### config.mk
export PLATFORM = sky130hd
export DESIGN_NAME = sac_top
export DESIGN_NICKNAME = d
export VERILOG_FILES = /design/src/shared/sac_pkg.sv /design/src/verilog/sac_sync.sv /design/src/verilog/sac_shift.sv /design/src/verilog/sac_top.sv
export SDC_FILE = /design/constraint.sdc
export NUM_CORES = 1
export LEC_CHECK = 0
export BUFFER_PORTS_ARGS = -buffer_cell sky130_fd_sc_hd__buf_2
export CORE_MARGIN = 3
export CORE_UTILIZATION = 55
export DETAILED_ROUTE_END_ITERATION = 7
export PLACE_DENSITY = 0.79
export SYNTH_ARGS = -nofsm -noshare
export SYNTH_HDL_FRONTEND = slang
export SYNTH_SLANG_ARGS = --single-unit
### constraint.sdc
create_clock -name clock -period 2.74 [get_ports clock]
set_clock_uncertainty 0.2 [all_clocks]
set_input_delay 0.548 -clock clock [delete_from_list [all_inputs] [get_ports clock]]
set_output_delay 0.548 -clock clock [all_outputs]
set_load 0.02 [all_outputs]
### src/shared/sac_pkg.sv
// Purpose: Shared constants and types for the step attenuator control port
// Assumes: 50 MHz system clock
// Notes:   Attenuation codes are in quarter-decibel units
package sac_pkg;

    localparam int          ATTEN_BITS      = 7;
    localparam int          WORD_BITS       = 8;
    localparam int          SHIFT_BITS      = 16;
    localparam int          STRAP_BITS      = 3;
    localparam int          ATTEN_LSB       = 0;
    localparam int          ADDR_LSB        = 8;
    localparam int          TOP_BIT_POS     = 7;
    localparam logic [6:0]  ATTEN_MAX       = 7'h7f;
    localparam logic [6:0]  ATTEN_MIN       = 7'h00;
    localparam int          CLK_MHZ         = 50;
    localparam int          PUP_DELAY_US    = 400;
    localparam int          PUP_CYCLES      = PUP_DELAY_US * CLK_MHZ;
    localparam int          CNT_BITS        = 16;
    localparam int          SYNC_SETTLE     = 2;

    typedef enum logic [1:0] {
        SAC_PUP_HOLD = 2'b00,
        SAC_RUN      = 2'b01
    } sac_phase_t;

    typedef struct packed {
        logic                  sel_serial;
        logic                  strobe;
        logic                  sclk;
        logic                  sdata;
        logic [ATTEN_BITS-1:0] par;
        logic                  par_float;
        logic [STRAP_BITS-1:0] strap;
    } sac_pins_t;

endpackage

### src/verilog/sac_sync.sv
// Purpose: Two-stage synchroniser for a bundle of pin inputs
// Assumes: Pins are asynchronous to clock
// Notes:   First stage is read only by the second stage
`timescale 1ns/10ps
module sac_sync
    import sac_pkg::*;
(
    input  wire logic      clock, // System clock
    input  wire logic      reset, // Synchronous reset, active high
    input  wire sac_pins_t pins,  // Raw pin levels
    output sac_pins_t      synced // Pins after two flip-flops
);
    typedef struct packed {
        sac_pins_t meta;
        sac_pins_t hold;
    } sac_sync_state_t;

    sac_sync_state_t state;
    sac_sync_state_t next_state;

    always_comb begin
        next_state      = state;
        next_state.meta = pins;
        next_state.hold = state.meta;
        if (reset) begin
            next_state = '0;
        end
    end

    always_ff @(posedge clock) begin
        state <= next_state;
    end

    assign synced = state.hold;
endmodule

### src/verilog/sac_shift.sv
// Purpose: 16-bit serial-in parallel-out shift register
// Assumes: Edge strobe comes from synchronised serial clock
// Notes:   New bits enter at the top, so the first bit ends at bit 0
`timescale 1ns/10ps
module sac_shift
    import sac_pkg::*;
(
    input  wire logic                  clock, // System clock
    input  wire logic                  reset, // Synchronous reset, active high
    input  wire logic                  shift, // One-cycle shift request
    input  wire logic                  sdata, // Serial data bit
    output logic [SHIFT_BITS-1:0]      word   // Parallel contents
);
    typedef struct packed {
        logic [SHIFT_BITS-1:0] sr;
    } sac_shift_state_t;

    sac_shift_state_t state;
    sac_shift_state_t next_state;

    always_comb begin
        next_state = state;
        if (shift) begin
            // Older bits fall off bit 0: only the last sixteen stay
            next_state.sr = {sdata, state.sr[SHIFT_BITS-1:1]};
        end
        if (reset) begin
            next_state = '0;
        end
    end

    always_ff @(posedge clock) begin
        state <= next_state;
    end

    assign word = state.sr;
endmodule

### src/verilog/sac_top.sv
// Purpose: Control logic of a 7-bit step attenuator, parallel and serial port
// Assumes: All pins asynchronous; reset stands for power-up
// Notes:   Serial clock is sampled and its edges found on the system clock
`timescale 1ns/10ps
module sac_top
    import sac_pkg::*;
#(
    parameter int PUP_COUNT = PUP_CYCLES // Power-up delay in cycles
)(
    input  wire logic                  clock,                   // System clock, 50 MHz
    input  wire logic                  reset,                   // Power-up reset, active high
    input  wire logic                  sel_serial,              // Low parallel, high serial
    input  wire logic                  latch_strobe,            // Latch strobe pin
    input  wire logic                  serial_clock,            // Serial shift clock pin
    input  wire logic                  serial_data,             // Serial data pin
    input  wire logic [ATTEN_BITS-1:0] parallel_control_inputs, // Parallel step bits
    input  wire logic                  parallel_float,          // Parallel pins left open
    input  wire logic                  addr_strap_bit0,         // Address strap 0
    input  wire logic                  addr_strap_bit1,         // Address strap 1
    input  wire logic                  addr_strap_bit2,         // Address strap 2
    output logic [ATTEN_BITS-1:0]      atten_state,             // Applied attenuation code
    output logic                       atten_word_top_bit,      // Held bit 7 of serial word
    output logic                       power_up_busy            // Power-up delay running
);
    typedef struct packed {
        sac_phase_t            phase;
        logic [CNT_BITS-1:0]   count;
        logic                  pup_direct;
        logic                  pup_float;
        logic                  sclk_prev;
        logic                  strobe_prev;
        logic [ATTEN_BITS-1:0] atten;
        logic                  top_bit;
        logic                  busy;
    } sac_state_t;

    sac_pins_t             pins;
    sac_pins_t             sp;
    logic [SHIFT_BITS-1:0] sr_word;
    logic                  shift_now;
    sac_state_t            state;
    sac_state_t            next_state;

    // Port behaviour decoded from the synchronised select and strobe
    typedef enum logic [1:0] {
        SAC_MODE_LATCHED = 2'b00,
        SAC_MODE_DIRECT  = 2'b01,
        SAC_MODE_SERIAL  = 2'b10
    } sac_mode_t;

    logic                  sclk_rise;
    logic                  strobe_rise;
    sac_mode_t             mode;
    logic                  serial_hit;
    logic [ATTEN_BITS-1:0] serial_code;
    logic                  serial_top;
    logic [ATTEN_BITS-1:0] pup_code;
    logic                  settle_point;
    logic                  delay_done;
    logic [CNT_BITS-1:0]   count_next;

    function automatic logic addr_match(input logic [SHIFT_BITS-1:0] w,
                                        input logic [STRAP_BITS-1:0] s);
        return w[ADDR_LSB +: STRAP_BITS] == s;
    endfunction

    // Edges are found on synchronised samples only, never on a raw pin
    function automatic logic is_rise(input logic prev,
                                     input logic now);
        return now && !prev;
    endfunction

    // Direct needs the strobe high on two samples, so the rising sample of a latch pulse is still latched
    function automatic sac_mode_t port_mode(input logic serial,
                                            input logic strobe_now,
                                            input logic strobe_prev);
        sac_mode_t pick;
        pick = SAC_MODE_LATCHED;
        if (serial) begin
            pick = SAC_MODE_SERIAL;
        end else if (strobe_now && strobe_prev) begin
            pick = SAC_MODE_DIRECT;
        end
        return pick;
    endfunction

    // Code applied when the power-up delay ends
    function automatic logic [ATTEN_BITS-1:0] preset_code(input logic direct,
                                                          input logic floating,
                                                          input logic [ATTEN_BITS-1:0] par);
        logic [ATTEN_BITS-1:0] code;
        code = ATTEN_MAX;
        if (direct) begin
            code = floating ? ATTEN_MIN : par;
        end
        return code;
    endfunction

    function automatic logic [ATTEN_BITS-1:0] word_code(input logic [SHIFT_BITS-1:0] w);
        return w[ATTEN_LSB +: ATTEN_BITS];
    endfunction

    assign pins.sel_serial = sel_serial;
    assign pins.strobe     = latch_strobe;
    assign pins.sclk       = serial_clock;
    assign pins.sdata      = serial_data;
    assign pins.par        = parallel_control_inputs;
    assign pins.par_float  = parallel_float;
    assign pins.strap      = {addr_strap_bit2, addr_strap_bit1, addr_strap_bit0};

    sac_sync u_sync (
        .clock  (clock),
        .reset  (reset),
        .pins   (pins),
        .synced (sp)
    );

    // Shift only on a serial clock rise while strobe low, in serial mode
    assign sclk_rise    = is_rise(state.sclk_prev, sp.sclk);
    assign strobe_rise  = is_rise(state.strobe_prev, sp.strobe);
    assign shift_now    = sp.sel_serial && !sp.strobe && sclk_rise;
    assign mode         = port_mode(sp.sel_serial, sp.strobe, state.strobe_prev);
    assign serial_hit   = strobe_rise && addr_match(sr_word, sp.strap);
    assign serial_code  = word_code(sr_word);
    assign serial_top   = sr_word[TOP_BIT_POS];
    assign pup_code     = preset_code(state.pup_direct, state.pup_float, sp.par);
    assign settle_point = state.count == CNT_BITS'(SYNC_SETTLE);
    assign delay_done   = state.count >= CNT_BITS'(PUP_COUNT) - CNT_BITS'(1);
    assign count_next   = state.count + CNT_BITS'(1);

    sac_shift u_shift (
        .clock (clock),
        .reset (reset),
        .shift (shift_now),
        .sdata (sp.sdata),
        .word  (sr_word)
    );

    always_comb begin
        next_state             = state;
        next_state.sclk_prev   = sp.sclk;
        next_state.strobe_prev = sp.strobe;
        case (state.phase)
            SAC_PUP_HOLD: begin
                // Maximum held while the power-up delay runs
                next_state.atten = ATTEN_MAX;
                next_state.busy  = 1'b1;
                // Mode caught only once the synchroniser holds real pin levels
                if (settle_point) begin
                    next_state.pup_direct = !sp.sel_serial && sp.strobe;
                    next_state.pup_float  = sp.par_float;
                end
                if (delay_done) begin
                    next_state.phase = SAC_RUN;
                    next_state.busy  = 1'b0;
                    // Latched and serial keep maximum until the host latches a word
                    next_state.atten = pup_code;
                end else begin
                    next_state.count = count_next;
                end
            end
            SAC_RUN: begin
                case (mode)
                    SAC_MODE_DIRECT: begin
                        // Strobe held high: transparent
                        next_state.atten = sp.par;
                    end
                    SAC_MODE_LATCHED: begin
                        // Capture on rise; inputs must be stable over the pulse
                        if (strobe_rise) begin
                            next_state.atten = sp.par;
                        end
                    end
                    SAC_MODE_SERIAL: begin
                        // Transfer ignores serial clock level; top bit kept
                        if (serial_hit) begin
                            next_state.atten   = serial_code;
                            next_state.top_bit = serial_top;
                        end
                    end
                    default: begin
                        next_state.atten = state.atten;
                    end
                endcase
            end
            default: begin
                next_state.phase = SAC_PUP_HOLD;
            end
        endcase
        if (reset) begin
            next_state            = '0;
            next_state.phase      = SAC_PUP_HOLD;
            next_state.atten      = ATTEN_MAX;
            next_state.busy       = 1'b1;
        end
    end

    always_ff @(posedge clock) begin
        state <= next_state;
    end

    assign atten_state        = state.atten;
    assign atten_word_top_bit = state.top_bit;
    assign power_up_busy      = state.busy;
endmodule

==> summary.txt, run 1 <==
Yosys
  • Commonest cells in the netlist: dfxtp_1 (76), a21oi_1 (46), nor2b_1 (38), nand2_1 (35), clkbuf_1 (13)
  • Mapped Area: 3064 sq um
  • Share of synthesized area occupied by flip-flops and latches: 0.4965
  • Warnings, synthesis: 0
  • Area leader, netlist: dfxtp_1
  • Post-synth cell types: 43
  • Synthesized Nets: 355
  • Cell count after synthesis: 336
  • Syn Area/Cell: 9.120 sq um
  • Synth area leaders: dfxtp_1 (50%), nor2b_1 (7.8%), a21oi_1 (7.5%), nand2_1 (4.3%), a221o_1 (2.3%)
  • Post-synth EDFFs: 0
  • Top-count cell post-synth: dfxtp_1
  • Async SR Flop Fraction: 0
  • Yosys top cell area share: 0.4965
  • Main flop type after synthesis: dfxtp_1
  • Yosys reg bits: 76

Worst hold path
  • Hold_sp: serial_clock
  • Hold Path Class: input pin to register
  • Hold Path Sink: u_sync.state[27]$_SDFF_PP0_
  • Hold depth: 2

Drt
  • Pre-antenna DRT Iters: 5
  • DRT Wirelength: 5.913 mm
  • DRT iter0 DRCs: 296
  • Via count: 2376
  • DRC Markers: 0
  • Vias per inst: 5.551
  • Antenna Nets Post-Route: 0
  • Per-cell routed wire length: 13.82 microns

Timing
  • Slew HR: 0.4796
  • Max Slew Vio Count: 0
  • Final min period: 2.287 ns
  • Final Hold Fails: 0
  • Final setup fails: 0
  • Setup Total Neg Slack: 0 ns
  • Worst Tran Pin Value: 0.7789 ns
  • Post-route setup slack: 0.4531 ns
  • Fmax: 437.3 MHz
  • RSZ-0062 raised after global routing: false
  • Crit share post-route: 0.8346

Clock tree
  • Worst skew pair latency: 0.35 ns
  • Root Buffer: clkbuf_8
  • CTS tree: built
  • Postcts setup bufs: 0
  • # H-tree levels: 3
  • Post-CTS sizing: 0
  • Clk sinks: 76
  • CTS Buf Count: 9
  • Hold buffers post-CTS: 0
  • Max clock buf depth: 2
  • Clock-pin slew on the worst setup and hold paths: 0.08 ns

Worst setup path
  • Buf/Inv on CP: 0
  • Crit path max fanout: 13
  • CP Launch Type: register
  • Reg-to-reg endpoint: state[14]$_SDFFE_PP0P_
  • Reg2Reg Setup Slack: 0.45 ns
  • Setup crit end kind: register
  • Worst path cell trace: ha_1 -> nand4_1 -> a211oi_2 -> nor2_1 -> a211oi_1
  • Critical path's largest stage delay: 0.67 ns
  • Slowest CP cell: a211oi_2
  • Data required, critical path: 2.81 ns
  • Top Family by Delay on Critical Path: compound AO/OA/AOI/OAI gates
  • Crit Path Class: register to register
  • Worst R2R Path Depth: 5
  • Crit path DAT: 2.35 ns
  • Worst flop-to-flop path startpoint: state[13]$_SDFFE_PP0P_

Placed design
  • Routability cong.: 0.9120
  • DP HPWL: 3.945 mm
  • Inst Count DP: 412
  • Post-Place Setup Slack: 0.5342 ns
  • I/O Buffers: 25

Power
  • PwrDens: 592.9 nW/um^2
  • Max VDD drop: 0.4012 mV
  • Lkg Pwr: 0.001168 uW

Cells and area
  • Number of diodes: 0
  • Layout area overhead: 9.922%
  • Finished Layout Cells: 428
  • Nets: 372
  • Fraction of layout cells with a size suffix above 1: 0.1592

Die
  • Die Ht: 80.64 microns
  • Core Area: 5238 sq um
  • Die area: 6503 sq um
  • # rows: 26
  • Die W: 80.64 microns
  • I/O Pins: 26
  • Initial Utilization: 0.5850

GRT
  • Global route overflow: 0
  • Gr usage total: 0.1993
  • Initial antenna violation count: 0
  • Vias in the first global route: 2119
  • Largest net degree at the start of global routing: 60
  • First-pass GRT wire length: 9.798 mm

Status
  • Outcome: complete, no violations

Flow run
  • Max-Cap Viols: 0
## stage by stage
step,utilization,area (sq um),hold WS (ns),power [uW]
after floorplan,-,3064,0.2138,1216
after global placement,0.6085,3187,0.2198,1239
after detailed placement,0.6085,3187,0.2212,1242
after CTS,0.6431,3368,0.1793,2020
after global routing,0.6431,3368,0.1908,2065
final,0.6431,3368,0.1954,1997
## flip-flops by register name (all words and copies together) (netlist names)
name / count
atten_state: 7
atten_word_top_bit: 1
power_up_busy: 1
state: 21
u_shift.word: 16
u_sync.state: 15
u_sync.synced: 15
## worst reg2reg max path, delay by kind of cell, from the launching register on
family,cells,cell delay [ns]
AO/OA/AOI/OAI,2,0.95
flip-flops,1,0.41
adder cells (fa/ha/maj),1,0.23
AND/OR/NAND/NOR,2,0.41
## final cells by class
type                       instances  area, sq um
tap                               70        87.58
timing repair buffer              29        155.1
sequential                        76         1521
clock inverter                     7        57.56
multi-input combinational        224         1374
clock buffer                       9        123.9
fill                             450         1869
inverter                          13        48.80
## placed cells by master, fill, tap and decap left out, drive strengths merged, types with 4 or more instances in the layout
cell type / instances
dfxtp: 76
a21oi: 46
nor2b: 38
nand2: 35
buf: 29
inv: 17
o21ai: 12
nor2: 9
clkbuf: 9
nand3: 8
nand4: 7
o221ai: 7
a221o: 7
o31ai: 7
or4: 7
or3: 4
mux2: 4
## per-layer routing
metal	GRT usage	share of wire	vias up
met5	0	0	-
met4	0.1267	0.021	0
met3	0.04821	0.057	12
met2	0.2781	0.42	66
met1	0.2726	0.50	1074
li1	-	-	1224
## worst max path at each step
stage	startpoint	endpoint	cells past startpoint	slack (ns)
6_report	state[13]$_SDFFE_PP0P_	state[14]$_SDFFE_PP0P_	5	0.45
5_1_grt	state[14]$_SDFFE_PP0P_	state[14]$_SDFFE_PP0P_	5	0.28
4_1_cts	state[13]$_SDFFE_PP0P_	state[14]$_SDFFE_PP0P_	5	0.50
3_5_place_dp	state[13]$_SDFFE_PP0P_	state[20]$_SDFFE_PP0P_	5	0.53
3_3_place_gp	state[14]$_SDFFE_PP0P_	state[20]$_SDFFE_PP0P_	5	0.64
2_1_floorplan	state[18]$_SDFFE_PP0P_	state[20]$_SDFFE_PP0P_	5	0.81
## power breakdown
group / leakage, uW / switching [uW] / total [uW] / internal (uW)
Clock: 0.0000886 / 438 / 780 / 342
Sequential: 0.000620 / 15.8 / 1140 / 1130
Combinational: 0.000460 / 38.6 / 71.9 / 33.3
## cells by family after synthesis
family | synth area share
DFF | 0.4965
xor gates and xnor gates | 0.008576
AOI/OAI and AO/OA | 0.1723
adders and majority gates | 0.008165
muxes | 0.01470
and+or+nand+nor | 0.2446
buffers and inverters | 0.05512
Note: power is estimated with default switching activity, not from simulation.
==> run 2: changes to the inputs <==
Clock period 2.74 ns to 2.21 ns, I/O delays scaled along.
==> summary.txt, run 2 (synthesis gave the netlist of run 1 again) <==
Timing
  • RSZ-0062 raised after global routing: false
  • Setup Total Neg Slack: 0 ns
  • Crit share post-route: 0.9563
  • Worst Tran Pin Value: 0.9365 ns
  • Fmax: 473.2 MHz
  • Max Slew Vio Count: 0
  • Slew HR: 0.3743
  • Final min period: 2.113 ns
  • Final Hold Fails: 0
  • Final setup fails: 0

Worst setup path
  • CP Launch Type: register
  • Buf/Inv on CP: 2
  • Setup crit end kind: register
  • CP dominant cell by count: buf_4
  • Top Family by Delay on Critical Path: simple AND/OR/NAND/NOR gates
  • Critical path's largest stage delay: 0.50 ns
  • Slowest CP cell: or4_1
  • Crit Path Class: register to register
  • Worst path cell trace: nor4_4 -> a211oi_4 -> buf_4 -> buf_4 -> or4_1 -> a21oi_1
  • Reg2Reg Setup Slack: 0.1 ns
  • Crit path DAT: 2.21 ns
  • Data required, critical path: 2.30 ns
  • Crit path max fanout: 10

Power
  • Register share of total power: 0.522
  • Design internal power: 2102 uW
  • Comb pwr share: 0.037
  • Max VDD drop: 0.4867 mV
  • Clock share of power: 0.441
  • Lkg Pwr: 0.001249 uW
  • Switch Pwr: 614.7 uW
  • Sw Share: 0.2262
  • PwrDens: 771.7 nW/um^2

Drt
  • Pre-antenna DRT Iters: 4
  • Vias per inst: 5.638
  • DRT iter0 DRCs: 309
  • DRC Markers: 0
  • Via count: 2475
  • Per-cell routed wire length: 14.29 microns
  • DRT Wirelength: 6.273 mm
  • Antenna Nets Post-Route: 0

Die
  • Die Ht: 80.64 microns
  • I/O Pins: 26
  • Core Area: 5238 sq um
  • # rows: 26
  • Die area: 6503 sq um
  • Die W: 80.64 microns
  • Initial Utilization: 0.5850

GRT
  • Largest net degree at the start of global routing: 44
  • Gr usage total: 0.2150
  • Initial antenna violation count: 0
  • First-pass GRT wire length: 10.52 mm
  • Vias in the first global route: 2216
  • Global route overflow: 0

Cells and area
  • Fraction of layout cells with a size suffix above 1: 0.1870
  • Largest register FFs: 21
  • Nets: 383
  • Fin area: 3521 sq um
  • Most frequent cells in the layout: dfxtp_1 (76), a21oi_1 (46), nor2b_1 (38)
  • Layout area overhead: 14.90%
  • Most common cell after layout, fill and taps aside: dfxtp_1
  • Top reg by flops: state
  • Number of diodes: 0

Worst hold path
  • Hold Path Class: input pin to register

Clock tree
  • CTS tree: built
  • Clk sinks: 76
  • Hold buffers post-CTS: 0
  • CTS Buf Count: 9
  • Clock-pin slew on the worst setup and hold paths: 0.08 ns
  • Max clock buf depth: 2
  • Root Buffer: clkbuf_8
  • Worst skew pair latency: 0.36 ns
  • # H-tree levels: 3

Placed design
  • I/O Buffers: 25
  • Placed cell area: 3252 sq um
  • Routability cong.: 0.9292
  • DP HPWL: 4.085 mm

Flow run
  • Max-Cap Viols: 0

Status
  • Outcome: complete, no violations
-- run 2: changes by cell type in the layout (fill, tap and decap cells not counted), sizes merged --
cell / change
buf: +11
bufinv: +2
clkinv: -1
clkinvlp: -1
-- run 2: cell type report --
class / instances / area, sq um
Multi-Input combinational cell: 224 / 1384
Sequential cell: 76 / 1521
Timing Repair Buffer: 40 / 250.2
Tap cell: 70 / 87.58
Inverter: 13 / 48.80
Clock inverter: 7 / 105.1
Fill cell: 427 / 1717
Clock buffer: 9 / 123.9
-- run 2: layer usage --
metal | up-vias | global-route usage | wire length, microns
li1 | 1241 | - | -
met1 | 1139 | 0.2968 | 2877
met2 | 79 | 0.2955 | 2761
met3 | 16 | 0.06390 | 473
met4 | 0 | 0.1216 | 160
met5 | - | 0 | 0
-- run 2: final timing paths --
kind,start,endpoint,depth (start not counted)
setup / recovery,state[18]$_SDFFE_PP0P_,state[18]$_SDFFE_PP0P_,6
hold / removal,serial_clock,u_sync.state[27]$_SDFF_PP0_,2
setup reg to reg,state[18]$_SDFFE_PP0P_,state[18]$_SDFFE_PP0P_,6
hold reg to reg,u_sync.state[19]$_SDFF_PP0_,u_sync.synced[4]$_SDFF_PP0_,1
-- run 2: worst reg2reg max path, delay by kind of cell (launching register included) --
family / cells / cell delay, ns
simple gates: 2 / 0.90
compound gates: 2 / 0.24
buf+inv: 2 / 0.33
flops: 1 / 0.38
-- run 2: through the flow --
stage | hold slack, ns | utilization | instances | total power (uW) | setup slack [ns]
after global placement | 0.2166 | 0.6209 | 419 | 1543 | 0.1169
after global routing | 0.08668 | 0.6722 | 439 | 2802 | 0.002027
after CTS | 0.07828 | 0.6660 | 435 | 2733 | 0.1006
after floorplan | 0.2138 | - | 336 | 1508 | 0.2794
final | 0.08512 | 0.6722 | 439 | 2717 | 0.09668
after detailed placement | 0.2231 | 0.6209 | 419 | 1548 | 0.006580
-- run 2: power groups by stage --
stage / Sequential (uW) / Combinational, uW / Clock [uW]
6_report: 1420 / 99.5 / 1200
5_1_grt: 1420 / 113 / 1270
4_1_cts: 1420 / 99.4 / 1220
3_5_place_dp: 1450 / 98.3 / 0
3_3_place_gp: 1450 / 95.1 / 0
2_1_floorplan: 1440 / 63.5 / 0
-- run 2: timing repair --
item                                    in CTS  in global routing
endpoints found under the setup margin       3                  4
pin swaps                                    0                  2
resized for setup                            1                  1
setup buffers                                0                  4
